$ cat src/include/sfof_cfg.svh
// offsets, field positions, reset values and byte codes of the output framer
`ifndef SFOF_CFG_SVH
`define SFOF_CFG_SVH

// host register offsets
`define SFOF_ADDR_LINK 8'h06
`define SFOF_ADDR_MASK 8'h07
`define SFOF_ADDR_CAUSE 8'h2D

// reset values
`define SFOF_LINK_RST 8'h00
`define SFOF_MASK_RST 8'h00

// field positions in host_link_control
`define SFOF_BIT_ASYNC 0
`define SFOF_BIT_NO_TS 1

// field positions in host_irq_mask_control
`define SFOF_BIT_MASK_SYNC 2
`define SFOF_BIT_MASK_ASYNC 3

// field positions in irq_cause_flags
`define SFOF_BIT_SYNC_AVAIL 5
`define SFOF_BIT_ASYNC_AVAIL 6

// block geometry
`define SFOF_BLOCK_BYTES 10'h200
`define SFOF_HDR_FULL 4'h9
`define SFOF_HDR_SHORT 4'h4
`define SFOF_DESC_LAST 2'h3
`define SFOF_DELTA_TS 16'h0002
`define SFOF_STATUS_CHAN 2'h3

// byte codes
`define SFOF_FILLER 8'hFF
`define SFOF_PAD 8'h00
`define SFOF_META_ID 8'hFE
`define SFOF_META_SPACER 8'h01
`define SFOF_META_OVERFLOW 8'h02

`endif

$ cat src/include/sfof_pkg.sv
// types and shared helpers of the output framer
`include "sfof_cfg.svh"
`default_nettype none

package sfof_pkg;

    typedef enum logic [2:0] {
        SFOF_IDLE,
        SFOF_DESC,
        SFOF_HDR,
        SFOF_DATA,
        SFOF_FILL
    } sfof_state_t;

    // header length in bytes, with or without the full timestamp
    function automatic logic [3:0] sfof_hdr_len(input logic no_ts);
        sfof_hdr_len = no_ts ? `SFOF_HDR_SHORT : `SFOF_HDR_FULL;
    endfunction : sfof_hdr_len

    // true once a block has reached its filler or padding target
    function automatic logic sfof_pad_done(input logic [9:0] cnt,
                                           input logic final_blk);
        sfof_pad_done = final_blk ? (cnt[1:0] == 2'h0)
                                  : (cnt == `SFOF_BLOCK_BYTES);
    endfunction : sfof_pad_done

endpackage : sfof_pkg

`default_nettype wire

$ cat src/design/sfof_framer.sv
// output stream framer with status channel modes and host registers
`include "sfof_cfg.svh"
`default_nettype none

module sfof_framer (
    // clock, reset, enable
    input wire logic sys_clk_in,
    input wire logic rst_n_in,
    input wire logic ce_in,
    // transfer request
    input wire logic req_valid_in,
    input wire logic [1:0] req_chan_in,
    input wire logic req_resp_in,
    input wire logic [6:0] req_nfull_in,
    input wire logic [7:0] req_last_len_in,
    output logic req_ready_out,
    // packed sensor data
    input wire logic [7:0] in_data_in,
    input wire logic in_valid_in,
    input wire logic in_last_in,
    output logic in_ready_out,
    // time base and loss report
    input wire logic [39:0] stamp_in,
    input wire logic block_lost_in,
    // output stream
    output logic [7:0] out_data_out,
    output logic out_valid_out,
    input wire logic out_ready_in,
    // host registers
    input wire logic [7:0] reg_addr_in,
    input wire logic reg_wr_in,
    input wire logic reg_rd_in,
    input wire logic [7:0] reg_wdata_in,
    output logic [7:0] reg_rdata_out,
    // host interrupt pin
    output logic irq_out
);

    sfof_pkg::sfof_state_t st_ff;
    sfof_pkg::sfof_state_t nxt_st;
    logic [7:0] link_ctrl_ff;
    logic [7:0] mask_ctrl_ff;
    logic sync_avail_ff;
    logic async_avail_ff;
    logic raw_ff;
    logic no_ts_ff;
    logic [15:0] len_ff;
    logic [6:0] blocks_left_ff;
    logic [1:0] desc_idx_ff;
    logic [3:0] hdr_idx_ff;
    logic [9:0] blk_cnt_ff;
    logic [15:0] blk_ctr_ff;
    logic lost_ff;
    logic [7:0] meta_type_ff;
    logic [39:0] stamp_ff;
    logic [7:0] hold_ff;
    logic hold_v_ff;
    logic data_done_ff;
    logic nxt_hold_v;
    logic nxt_data_done;

    wire logic [15:0] calc_len;
    wire logic [7:0] hdr_byte;
    wire logic [3:0] hdr_len;
    wire logic async_mode;
    wire logic is_status;
    wire logic req_raw;
    wire logic req_ok;
    wire logic req_take;
    wire logic adv;
    wire logic acc;
    wire logic final_blk;
    wire logic fill_met;
    wire logic emit_desc;
    wire logic emit_hdr;
    wire logic emit_data;
    wire logic emit_fill;
    wire logic emit;
    wire logic hdr_end;
    wire logic start_blk;
    wire logic done_now;
    wire logic [7:0] desc_byte;
    wire logic [7:0] emit_byte;
    wire logic wr_link;
    wire logic wr_mask;
    wire logic rd_cause;
    wire logic [7:0] cause_val;
    wire logic [7:0] rd_val;
    wire logic irq_nxt;

    // length of a framed transfer
    sfof_len_calc u_len (
        .nfull_in(req_nfull_in),
        .last_len_in(req_last_len_in),
        .no_ts_in(link_ctrl_ff[`SFOF_BIT_NO_TS]),
        .total_out(calc_len)
    );

    // header byte selection
    sfof_hdr_mux u_hdr (
        .idx_in(hdr_idx_ff),
        .meta_type_in(meta_type_ff),
        .count_in(blk_ctr_ff),
        .stamp_in(stamp_ff),
        .byte_out(hdr_byte)
    );

    // channel mode and request acceptance
    assign async_mode = link_ctrl_ff[`SFOF_BIT_ASYNC];
    assign is_status = (req_chan_in == `SFOF_STATUS_CHAN);
    assign req_raw = is_status & ~async_mode & req_resp_in;
    assign req_ok = ~(is_status & ~async_mode & ~req_resp_in);
    assign req_take = ce_in & req_valid_in & req_ready_out & req_ok;

    // stream handshakes and block bookkeeping
    assign adv = ~out_valid_out | out_ready_in;
    assign acc = ce_in & in_valid_in & in_ready_out;
    assign hdr_len = sfof_pkg::sfof_hdr_len(no_ts_ff);
    assign final_blk = (blocks_left_ff == 7'h00);
    assign fill_met = sfof_pkg::sfof_pad_done(blk_cnt_ff, final_blk);
    assign done_now = data_done_ff | (acc & in_last_in);

    // which state puts a byte out this cycle
    assign emit_desc = (st_ff == sfof_pkg::SFOF_DESC) & adv;
    assign emit_hdr = (st_ff == sfof_pkg::SFOF_HDR) & adv;
    assign emit_data = (st_ff == sfof_pkg::SFOF_DATA) & adv
                       & (hold_v_ff | acc);
    assign emit_fill = (st_ff == sfof_pkg::SFOF_FILL) & adv & ~fill_met;
    assign emit = ce_in & (emit_desc | emit_hdr | emit_data | emit_fill);
    assign hdr_end = ce_in & emit_hdr & (hdr_idx_ff == hdr_len - 4'h1);
    assign start_blk = ce_in & (nxt_st == sfof_pkg::SFOF_HDR)
                       & (st_ff != sfof_pkg::SFOF_HDR);

    // descriptor: length low then high, then the zero delta stamp
    assign desc_byte = (desc_idx_ff == 2'h0) ? len_ff[7:0] :
                       (desc_idx_ff == 2'h1) ? len_ff[15:8] :
                       8'h00;

    // byte sent this cycle
    assign emit_byte =
        (st_ff == sfof_pkg::SFOF_DESC) ? desc_byte :
        (st_ff == sfof_pkg::SFOF_HDR) ? hdr_byte :
        (st_ff == sfof_pkg::SFOF_DATA) ? (hold_v_ff ? hold_ff : in_data_in) :
        (final_blk ? `SFOF_PAD : `SFOF_FILLER);

    // transfer sequencer
    always_comb begin
        nxt_st = st_ff;
        unique case (st_ff)
            sfof_pkg::SFOF_IDLE: begin
                if (req_take) begin
                    nxt_st = req_raw ? sfof_pkg::SFOF_DATA
                                     : sfof_pkg::SFOF_DESC;
                end
            end
            sfof_pkg::SFOF_DESC: begin
                if (emit && desc_idx_ff == `SFOF_DESC_LAST) begin
                    nxt_st = sfof_pkg::SFOF_HDR;
                end
            end
            sfof_pkg::SFOF_HDR: begin
                if (hdr_end) begin
                    nxt_st = sfof_pkg::SFOF_DATA;
                end
            end
            sfof_pkg::SFOF_DATA: begin
                if (ce_in && done_now && !nxt_hold_v) begin
                    nxt_st = raw_ff ? sfof_pkg::SFOF_IDLE
                                    : sfof_pkg::SFOF_FILL;
                end
            end
            sfof_pkg::SFOF_FILL: begin
                if (ce_in && fill_met) begin
                    nxt_st = final_blk ? sfof_pkg::SFOF_IDLE
                                       : sfof_pkg::SFOF_HDR;
                end
            end
        endcase
    end

    // one-byte holding slot keeps input ready a plain flop
    always_comb begin
        nxt_hold_v = hold_v_ff;
        if (ce_in && st_ff == sfof_pkg::SFOF_DATA) begin
            if (adv) begin
                nxt_hold_v = hold_v_ff & acc;
            end else if (acc) begin
                nxt_hold_v = 1'b1;
            end
        end
        nxt_data_done = (nxt_st == sfof_pkg::SFOF_DATA) & done_now;
    end

    // sequencer and handshake flops
    always_ff @(posedge sys_clk_in or negedge rst_n_in) begin
        if (!rst_n_in) begin
            st_ff <= sfof_pkg::SFOF_IDLE;
            hold_v_ff <= 1'b0;
            data_done_ff <= 1'b0;
            in_ready_out <= 1'b0;
            req_ready_out <= 1'b0;
        end else if (ce_in) begin
            st_ff <= nxt_st;
            hold_v_ff <= nxt_hold_v;
            data_done_ff <= nxt_data_done;
            in_ready_out <= (nxt_st == sfof_pkg::SFOF_DATA) & ~nxt_hold_v
                            & ~nxt_data_done;
            req_ready_out <= (nxt_st == sfof_pkg::SFOF_IDLE);
        end
    end

    // data held back while the output stage is busy
    always_ff @(posedge sys_clk_in or negedge rst_n_in) begin
        if (!rst_n_in) begin
            hold_ff <= 8'h00;
        end else if (acc && !(adv && !hold_v_ff)) begin
            hold_ff <= in_data_in;
        end
    end

    // output stage
    always_ff @(posedge sys_clk_in or negedge rst_n_in) begin
        if (!rst_n_in) begin
            out_data_out <= 8'h00;
            out_valid_out <= 1'b0;
        end else if (ce_in && adv) begin
            out_valid_out <= emit;
            if (emit) begin
                out_data_out <= emit_byte;
            end
        end
    end

    // transfer parameters caught when a request is taken
    always_ff @(posedge sys_clk_in or negedge rst_n_in) begin
        if (!rst_n_in) begin
            raw_ff <= 1'b0;
            no_ts_ff <= 1'b0;
            len_ff <= 16'h0000;
            blocks_left_ff <= 7'h00;
        end else if (req_take) begin
            raw_ff <= req_raw;
            no_ts_ff <= link_ctrl_ff[`SFOF_BIT_NO_TS];
            len_ff <= calc_len;
            blocks_left_ff <= req_nfull_in;
        end else if (start_blk && st_ff == sfof_pkg::SFOF_FILL) begin
            blocks_left_ff <= blocks_left_ff - 7'h01;
        end
    end

    // position counters within descriptor, header and block
    always_ff @(posedge sys_clk_in or negedge rst_n_in) begin
        if (!rst_n_in) begin
            desc_idx_ff <= 2'h0;
            hdr_idx_ff <= 4'h0;
            blk_cnt_ff <= 10'h000;
        end else if (ce_in) begin
            if (req_take) begin
                desc_idx_ff <= 2'h0;
            end else if (emit_desc) begin
                desc_idx_ff <= desc_idx_ff + 2'h1;
            end
            if (start_blk) begin
                hdr_idx_ff <= 4'h0;
                blk_cnt_ff <= 10'h000;
            end else begin
                if (emit_hdr) begin
                    hdr_idx_ff <= hdr_idx_ff + 4'h1;
                end
                if (emit && !emit_desc) begin
                    blk_cnt_ff <= blk_cnt_ff + 10'h001;
                end
            end
        end
    end

    // header contents: loss memory, meta type, stamp, block count
    always_ff @(posedge sys_clk_in or negedge rst_n_in) begin
        if (!rst_n_in) begin
            lost_ff <= 1'b0;
            meta_type_ff <= `SFOF_META_SPACER;
            stamp_ff <= 40'h00_0000_0000;
            blk_ctr_ff <= 16'h0000;
        end else if (ce_in) begin
            lost_ff <= block_lost_in | (lost_ff & ~start_blk);
            if (start_blk) begin
                meta_type_ff <= (lost_ff | block_lost_in)
                                ? `SFOF_META_OVERFLOW
                                : `SFOF_META_SPACER;
                stamp_ff <= stamp_in;
            end
            if (hdr_end) begin
                blk_ctr_ff <= blk_ctr_ff + 16'h0001;
            end
        end
    end

    // host register decode
    assign wr_link = reg_wr_in & (reg_addr_in == `SFOF_ADDR_LINK);
    assign wr_mask = reg_wr_in & (reg_addr_in == `SFOF_ADDR_MASK);
    assign rd_cause = reg_rd_in & (reg_addr_in == `SFOF_ADDR_CAUSE);
    assign cause_val = {1'b0, async_avail_ff, sync_avail_ff, 5'h00};
    assign rd_val = (reg_addr_in == `SFOF_ADDR_LINK) ? link_ctrl_ff :
                    (reg_addr_in == `SFOF_ADDR_MASK) ? mask_ctrl_ff :
                    (reg_addr_in == `SFOF_ADDR_CAUSE) ? cause_val :
                    8'h00;

    // control registers and read data
    always_ff @(posedge sys_clk_in or negedge rst_n_in) begin
        if (!rst_n_in) begin
            link_ctrl_ff <= `SFOF_LINK_RST;
            mask_ctrl_ff <= `SFOF_MASK_RST;
            reg_rdata_out <= 8'h00;
        end else if (ce_in) begin
            if (wr_link) begin
                link_ctrl_ff <= reg_wdata_in;
            end
            if (wr_mask) begin
                mask_ctrl_ff <= reg_wdata_in;
            end
            if (reg_rd_in) begin
                reg_rdata_out <= rd_val;
            end
        end
    end

    // cause flags clear on read; a new event in that cycle wins
    always_ff @(posedge sys_clk_in or negedge rst_n_in) begin
        if (!rst_n_in) begin
            sync_avail_ff <= 1'b0;
            async_avail_ff <= 1'b0;
        end else if (ce_in) begin
            sync_avail_ff <= (req_take & req_raw)
                             | (sync_avail_ff & ~rd_cause);
            async_avail_ff <= (req_take & is_status & ~req_raw)
                              | (async_avail_ff & ~rd_cause);
        end
    end

    // interrupt pin with per-cause masks
    assign irq_nxt = (sync_avail_ff & ~mask_ctrl_ff[`SFOF_BIT_MASK_SYNC])
                     | (async_avail_ff
                        & ~mask_ctrl_ff[`SFOF_BIT_MASK_ASYNC]);

    always_ff @(posedge sys_clk_in or negedge rst_n_in) begin
        if (!rst_n_in) begin
            irq_out <= 1'b0;
        end else if (ce_in) begin
            irq_out <= irq_nxt;
        end
    end

endmodule : sfof_framer

`default_nettype wire

$ cat src/design/sfof_hdr_mux.sv
// selects one byte of a block header
`include "sfof_cfg.svh"
`default_nettype none

module sfof_hdr_mux (
    // header position and contents
    input wire logic [3:0] idx_in,
    input wire logic [7:0] meta_type_in,
    input wire logic [15:0] count_in,
    input wire logic [39:0] stamp_in,
    // selected byte
    output logic [7:0] byte_out
);

    // meta event, then the stamp, low byte first everywhere
    always_comb begin
        unique case (idx_in)
            4'h0: byte_out = `SFOF_META_ID;
            4'h1: byte_out = meta_type_in;
            4'h2: byte_out = count_in[7:0];
            4'h3: byte_out = count_in[15:8];
            4'h4: byte_out = stamp_in[7:0];
            4'h5: byte_out = stamp_in[15:8];
            4'h6: byte_out = stamp_in[23:16];
            4'h7: byte_out = stamp_in[31:24];
            4'h8: byte_out = stamp_in[39:32];
            default: byte_out = `SFOF_PAD;
        endcase
    end

endmodule : sfof_hdr_mux

`default_nettype wire

$ cat src/design/sfof_len_calc.sv
// transfer length for the descriptor of a framed transfer
`include "sfof_cfg.svh"
`default_nettype none

module sfof_len_calc (
    // request shape
    input wire logic [6:0] nfull_in,
    input wire logic [7:0] last_len_in,
    input wire logic no_ts_in,
    // byte count after the length field
    output logic [15:0] total_out
);

    wire logic [9:0] last_raw;
    wire logic [9:0] last_blk;

    // final block: header plus data, rounded up to a whole word
    assign last_raw = {6'h00, sfof_pkg::sfof_hdr_len(no_ts_in)}
                      + {2'h0, last_len_in};
    assign last_blk = (last_raw + 10'h003) & 10'h3FC;
    // delta stamp, full blocks, final block
    assign total_out = `SFOF_DELTA_TS + {nfull_in, 9'h000}
                       + {6'h00, last_blk};

endmodule : sfof_len_calc

`default_nettype wire

$ cat config.mk
export PLATFORM = sky130hd
export DESIGN_NAME = sfof_framer
export DESIGN_NICKNAME = d
export VERILOG_FILES = /design/src/include/sfof_pkg.sv /design/src/design/sfof_framer.sv /design/src/design/sfof_hdr_mux.sv /design/src/design/sfof_len_calc.sv
export VERILOG_INCLUDE_DIRS = /design/src /design/src/include
export SDC_FILE = /design/constraint.sdc
export NUM_CORES = 1
export LEC_CHECK = 0
export ABC_AREA = 1
export BUFFER_PORTS_ARGS = -buffer_cell sky130_fd_sc_hd__buf_2
export CAP_MARGIN = 10
export CORE_MARGIN = 4
export CORE_UTILIZATION = 36
export CTS_BUF_LIST = sky130_fd_sc_hd__clkbuf_8
export DETAILED_ROUTE_END_ITERATION = 10
export PLACE_DENSITY = 0.6
export SYNTH_ARGS = -nofsm -noshare
export SYNTH_HDL_FRONTEND = slang
export SYNTH_SLANG_ARGS = --single-unit
$ cat constraint.sdc
create_clock -name sys_clk_in -period 2.9 [get_ports sys_clk_in]
set_input_delay 0.145 -clock sys_clk_in [delete_from_list [all_inputs] [get_ports sys_clk_in]]
set_output_delay 0.145 -clock sys_clk_in [all_outputs]
set_load 0.05 [all_outputs]
==> results of run 1 <==
-- power groups by stage --
stage / Combinational (mW) / Sequential (mW) / Clock, mW
finish: 3.14 / 3.17 / 1.65
global route: 3.57 / 3.25 / 1.81
CTS: 3.15 / 3.17 / 1.70
detailed placement: 3.08 / 3.19 / 0
global placement: 3.02 / 3.20 / 0
floorplan: 2.11 / 3.36 / 0
-- layout by cell type, fill, tap and decap left out, types with 2 or more instances in the layout --
cell type,count
buf_2,110
inv_6,4
bufinv_16,2
nand3b_1,3
nand2_1,245
a21oi_1,28
dlygate4sd3_1,71
o22ai_1,5
buf_4,13
dfrtp_1,149
nor4_1,2
nor2_2,4
xnor2_1,8
inv_1,164
o21ai_2,18
o21ai_0,99
nand2_2,3
nand3_1,63
clkinv_4,2
a221oi_1,15
nor2_4,3
o21ai_1,6
inv_2,3
ha_1,18
nand4_1,13
a31oi_1,11
clkbuf_8,19
nor2_1,64
xor2_1,32
nor3_1,8
clkinvlp_4,2
-- through the flow --
stage               setup slack (ps)  area [um2]
finish                           360        9990
global route                    41.8        9990
CTS                              352        9990
detailed placement               388        8880
global placement                 439        8880
floorplan                        643        8010
-- worst reg2reg max path: stages, from the launching register on --
cell and delay (ps):
dfrtp_1 390, nand2_1 160, inv_1 160, nor3_4 310, nand2_2 170, nand2_1 100
nor2_1 40, nand2_1 90, a21oi_2 90, nand3_4 80, buf_4 590, o21ai_0 210
-- cell type report --
cell class / instances / area, um2
clock inverter: 12 / 143
inverter: 167 / 627
fill: 2199 / 11900
tap: 280 / 350
multi-input combinational: 661 / 3460
timing repair buffer: 196 / 1390
clock buffer: 19 / 262
sequential: 150 / 3750
-- kinds of logic after synthesis --
logic type | Yosys count | share of synthesized area, %
and+or+nand+nor | 417 | 22.4
buffers and inverters | 196 | 10.0
AOI/OAI and AO/OA | 185 | 13.5
DFF | 150 | 46.9
xor gates and xnor gates | 40 | 4.37
adders and majority gates | 18 | 2.81
other | 1 | 0.0468
-- metal layers --
layer	track usage, %	up-vias
met5	0	-
met4	6.35	0
met3	3.16	32
met2	27.2	126
met1	22.7	3231
li1	-	3595
-- timing repair --
action | in CTS | in global routing
hold buffers | 71 | 0
hold endpoints to repair | 151 | 0
resized for setup | 0 | 0
-- sequential cells by signal, summed over array words and instances, names as in the netlist, 2 cells and up --
register / count
blk_cnt_ff: 10
blocks_left_ff: 7
blk_ctr_ff: 16
meta_type_ff: 2
hold_ff: 8
desc_idx_ff: 2
stamp_ff: 40
reg_rdata_out: 8
len_ff: 15
out_data_out: 8
mask_ctrl_ff: 8
st_ff: 3
hdr_idx_ff: 4
link_ctrl_ff: 8
-- how the worst max path moves through the flow --
| stage | start | to | depth (start not counted) |
|---|---|---|---|
| final | out_valid_out$_DFFE_PN0P_ | stamp_ff[6]$_DFFE_PN0P_ | 11 |
| after global routing | out_valid_out$_DFFE_PN0P_ | stamp_ff[3]$_DFFE_PN0P_ | 11 |
| after CTS | out_valid_out$_DFFE_PN0P_ | stamp_ff[6]$_DFFE_PN0P_ | 11 |
| after detailed placement | out_valid_out$_DFFE_PN0P_ | stamp_ff[3]$_DFFE_PN0P_ | 11 |
| after global placement | link_ctrl_ff[1]$_DFFE_PN0P_ | len_ff[7]$_DFFE_PN0P_ | 15 |
| after floorplan | out_valid_out$_DFFE_PN0P_ | blk_ctr_ff[15]$_DFFE_PN0P_ | 11 |
==> run summary, run 1 <==
Mean Syn Cell Area: 7.96 um2
area of the mapped netlist: 8010 um2
DR pass1 iterations: 5
vias after detailed routing: 6,984
cts bufs inserted: 17
CTS HTree Levels: 4
Post-CTS Setup Bufs: 0
Hold WS: 78.2 ps
Slew headroom: 52.4%
setup tns final: 0 ps
grt ovf: 0
Pwr Density: 797 nW/um2
leading area contributor after synthesis: dfrtp_1
number of flops mapped to enable cells by yosys: 0
diode count: 0
RSZ-0062 raised after global routing: no
via/cell ratio: 4.70
Yosys cell types: 42
Crit Reg-Reg Startpoint: out_valid_out$_DFFE_PN0P_
P_int: 4.62 mW
Power, Total: 7.96 mW
cell family with most CP delay: simple AND/OR/NAND/NOR gates
Critical-path top delay cell: buf_4
skew final: 11.6 ps
Reg2Reg Capture Point: stamp_ff[6]$_DFFE_PN0P_
sequential share of power: 39.8%
CTS sink cnt: 150
hpwl dp: 14,600 um
min-delay src: req_last_len_in[7]
final setup fails: 0
clk root buf: clkbuf_8
status: finished clean
Syn. warnings: 0
CORE AREA: 21,900 um2
top-area cell type share of the netlist area: 46.5%
min cycle time layout: 2540 ps
first-pass GRT wire length: 33,200 um
Max Fanout on Critical Path: 70
synth cell count leaders: nand2_1 (245), inv_1 (163), dfrtp_1 (149)
top-count cell post-synth: nand2_1
max cap viols: 0
largest net degree at the start of global routing: 77
GRT Total Usage: 16.9%
WS Path Type: flip-flop to flip-flop
Residual DRC: 0
Sw Share: 41.9%
Die X-Extent: 157 um
static leakage: 5.15 nW
worst path bufs/invs: 2
Worst EP arrival: 2850 ps
Data required, critical path: 3210 ps
Starting Density: 36.6%
iteration-0 DRC count of the detailed router: 408
routed wl met3: 605 um
DIE AREA: 24,700 um2
fmax: 394 MHz
DR WL/cell: 13.5 um
synthesized instance count: 1,007
most frequent cell on the critical path: nand2_1
Mapped Nets: 1,117
DIE HEIGHT: 157 um
crit-path cells: nand2_1 -> inv_1 -> nor3_4 -> nand2_2 -> nand2_1 -> nor2_1 -> nand2_1 -> a21oi_2 -> nand3_4 -> buf_4 -> o21ai_0
Clk pwr share: 20.7%
Hold Path Class: input port to flip-flop
Reg clk slew, reported paths: 80 ps
share of cells above drive strength 1: 16.2%
hold endpoint: len_ff[8]$_DFFE_PN0P_
Most used DFF post-synth: dfrtp_1
Worst-Skew Late Latency: 460 ps
Detail Route Antenna Nets: 0
clock buffer depth: 2
area grow syn2layout: 24.7%
hold depth: 4
number of global-route vias before repair: 6,804
async set-reset flop share out of synthesis: 100%
Final period util: 87.6%
Worst R2R Setup Slack: 360 ps
top post-synthesis cells by area: dfrtp_1 (47%), nand2_1 (11%), inv_1 (7.6%)
Inst Count DP: 1,383
Final Non-Filler Cells: 1,485
CP Capture Type: flip-flop
CTS tree: done
Slew Limit Fails: 0
Comb pwr share: 39.5%
IO buf count: 111
Synth Register Bits: 150
Max Used Layer: met4
Nets: 1,303
net switching power: 3.34 mW
Core Rows: 54
Post-Route WL: 20,100 um
startpoint type of the worst setup path: flip-flop
final hold vios: 0
Peak VDD IR: 0.327 mV
final core occ: 45.6%
gp weighted congestion: 0.876
I/O pins: 112
Slew @ Worst Pin: 714 ps
Routed met1 length: 9540 um
post-synthesis sequential area ratio: 46.9%
routed wl met2: 9450 um
antenna violations before repair: 0
FF-to-FF path depth: 11
Max stage delay on crit path: 580 ps
No activity file was read; power rests on OpenSTA's default activity.
==> run 2, diff against run 1 <==
--- a/config.mk
+++ b/config.mk
@@ -10,10 +10,10 @@
 export BUFFER_PORTS_ARGS = -buffer_cell sky130_fd_sc_hd__buf_2
 export CAP_MARGIN = 10
 export CORE_MARGIN = 4
-export CORE_UTILIZATION = 36
+export CORE_UTILIZATION = 58
 export CTS_BUF_LIST = sky130_fd_sc_hd__clkbuf_8
 export DETAILED_ROUTE_END_ITERATION = 10
-export PLACE_DENSITY = 0.6
+export PLACE_DENSITY = 0.86
 export SYNTH_ARGS = -nofsm -noshare
 export SYNTH_HDL_FRONTEND = slang
 export SYNTH_SLANG_ARGS = --single-unit
==> run 2 against run 1 <==
Compared with the run above: sequential power rose by 1%; combinational power rose by 4%; register-to-register slack got worse by 190 ps; global-route usage rose by 12 points; critical path type unchanged.
==> run summary, run 2 (synthesis results as in run 1) <==
grt ovf: 0
startpoint type of the worst setup path: flip-flop
clock buffer depth: 2
commonest non-fill, non-tap cell in the layout: nand2_1
Core Rows: 42
P_int: 4.65 mW
Detail Route Antenna Nets: 0
CP Capture Type: flip-flop
antenna violations before repair: 1
crit-path cells: inv_2 -> nand2_1 -> inv_1 -> nand2_2 -> inv_1 -> nand4_1 -> nand2_1 -> nand2_2 -> nor2_4 -> nand3_4 -> buf_12 -> nand2_1 -> o21ai_0
WS Path Type: flip-flop to flip-flop
Slew @ Worst Pin: 760 ps
Comb pwr share: 40.2%
Hold Path Class: input port to flip-flop
Pwr Density: 829 nW/um2
most frequent cell on the critical path: nand2_1
Post-CTS Setup Bufs: 0
Max stage delay on crit path: 410 ps
commonest cells after routing, fill and taps aside: nand2_1 (245), inv_1 (166), dfrtp_1 (149), buf_2 (110), o21ai_0 (99)
CTS HTree Levels: 4
Reg clk slew, reported paths: 90 ps
DR pass1 iterations: 7
static leakage: 5.13 nW
skew final: 13.4 ps
Sw Share: 42.7%
DIE HEIGHT: 126 um
Hold WS: 5.56 ps
clk root buf: clkbuf_8
fin area: 9790 um2
Clk pwr share: 20.2%
net switching power: 3.46 mW
setup tns final: 0 ps
Nets: 1,296
share of cells above drive strength 1: 16.0%
largest net degree at the start of global routing: 84
CORE AREA: 13,400 um2
first-pass GRT wire length: 36,400 um
Critical-path top delay cell: dfrtp_1
cts bufs inserted: 17
final hold vios: 0
vias after detailed routing: 7,636
Starting Density: 59.8%
IO buf count: 111
hpwl dp: 14,100 um
Residual DRC: 0
Worst EP arrival: 3070 ps
FF-to-FF path depth: 13
gp weighted congestion: 1.05
Post-DP Area: 8740 um2
iteration-0 DRC count of the detailed router: 775
fmax: 367 MHz
Worst-Skew Late Latency: 470 ps
CTS sink cnt: 150
via/cell ratio: 5.55
Final period util: 94.1%
final setup fails: 0
biggest regs: stamp_ff: 40 flops, blk_ctr_ff: 16 flops, len_ff: 15 flops
DIE AREA: 15,800 um2
Die X-Extent: 126 um
max FFs per register: 40
Slew Limit Fails: 0
min cycle time layout: 2730 ps
Post-Route WL: 21,900 um
Peak VDD IR: 0.405 mV
FILL cells: 947
status: finished clean
DR WL/cell: 16.0 um
hold depth: 3
Max Fanout on Critical Path: 62
number of global-route vias before repair: 7,554
# hold bufs at CTS: 65
Data required, critical path: 3240 ps
Resized cells post-CTS: 0
I/O pins: 112
Slew headroom: 49.3%
area grow syn2layout: 22.1%
GRT Total Usage: 28.6%
max cap viols: 0
final core occ: 73.0%
largest reg by FF count: stamp_ff
sequential share of power: 39.6%
CTS tree: done
## run 2: cell type report
cell class              instances  area (um2)  area share [%]
clock buffers                  21         289            2.95
clock inverters                10         106            1.09
diodes                          1        2.50          0.0256
flip-flops and latches        150        3750            38.4
inverters                     167         627            6.41
well taps                     176         220            2.25
multi-input cells             661        3460            35.4
repair buffers                189        1320            13.5
## run 2: final timing paths
check	from	to	slack, ps
worst max-delay path	st_ff[2]$_DFFE_PN0P_	stamp_ff[39]$_DFFE_PN0P_	170
worst min-delay path	req_chan_in[1]	async_avail_ff$_DFFE_PN0P_	6
worst max register to register	st_ff[2]$_DFFE_PN0P_	stamp_ff[39]$_DFFE_PN0P_	170
worst min register to register	len_ff[1]$_DFFE_PN0P_	len_ff[1]$_DFFE_PN0P_	460
max in group asynchronous	rst_n_in	len_ff[5]$_DFFE_PN0P_	1770
min in group asynchronous	rst_n_in	stamp_ff[7]$_DFFE_PN0P_	290
## run 2: critical path: cells and delay by family, from the launching register on
| family | cells | cell delay (ps) |
|---|---|---|
| flip-flops | 1 | 410 |
| buffers and inverters | 4 | 860 |
| AO/OA/AOI/OAI | 1 | 110 |
| AND/OR/NAND/NOR | 8 | 1210 |
## run 2: power by group through the flow
stage	combinational (mW)	clock, mW	sequential, mW
after floorplan	2.11	0	3.36
after global placement	2.93	0	3.18
after detailed placement	3.06	0	3.19
after CTS	3.15	1.62	3.17
after global routing	3.64	1.73	3.27
final	3.26	1.64	3.21
## run 2: per-layer routing
layer	wire (um)	vias to the layer above	track usage, %
met4	1180	0	15.0
met1	8550	3528	35.8
met3	1770	110	6.31
met5	0	-	0
li1	-	3575	-
met2	10400	423	46.6
## run 2: per-stage QoR
stage	power, mW	setup slack, ps	cells
finish	8.11	172	1375
global route	8.64	-8.25	1375
CTS	7.94	291	1374
detailed placement	6.25	354	1278
global placement	6.11	481	1278
floorplan	5.47	643	1007
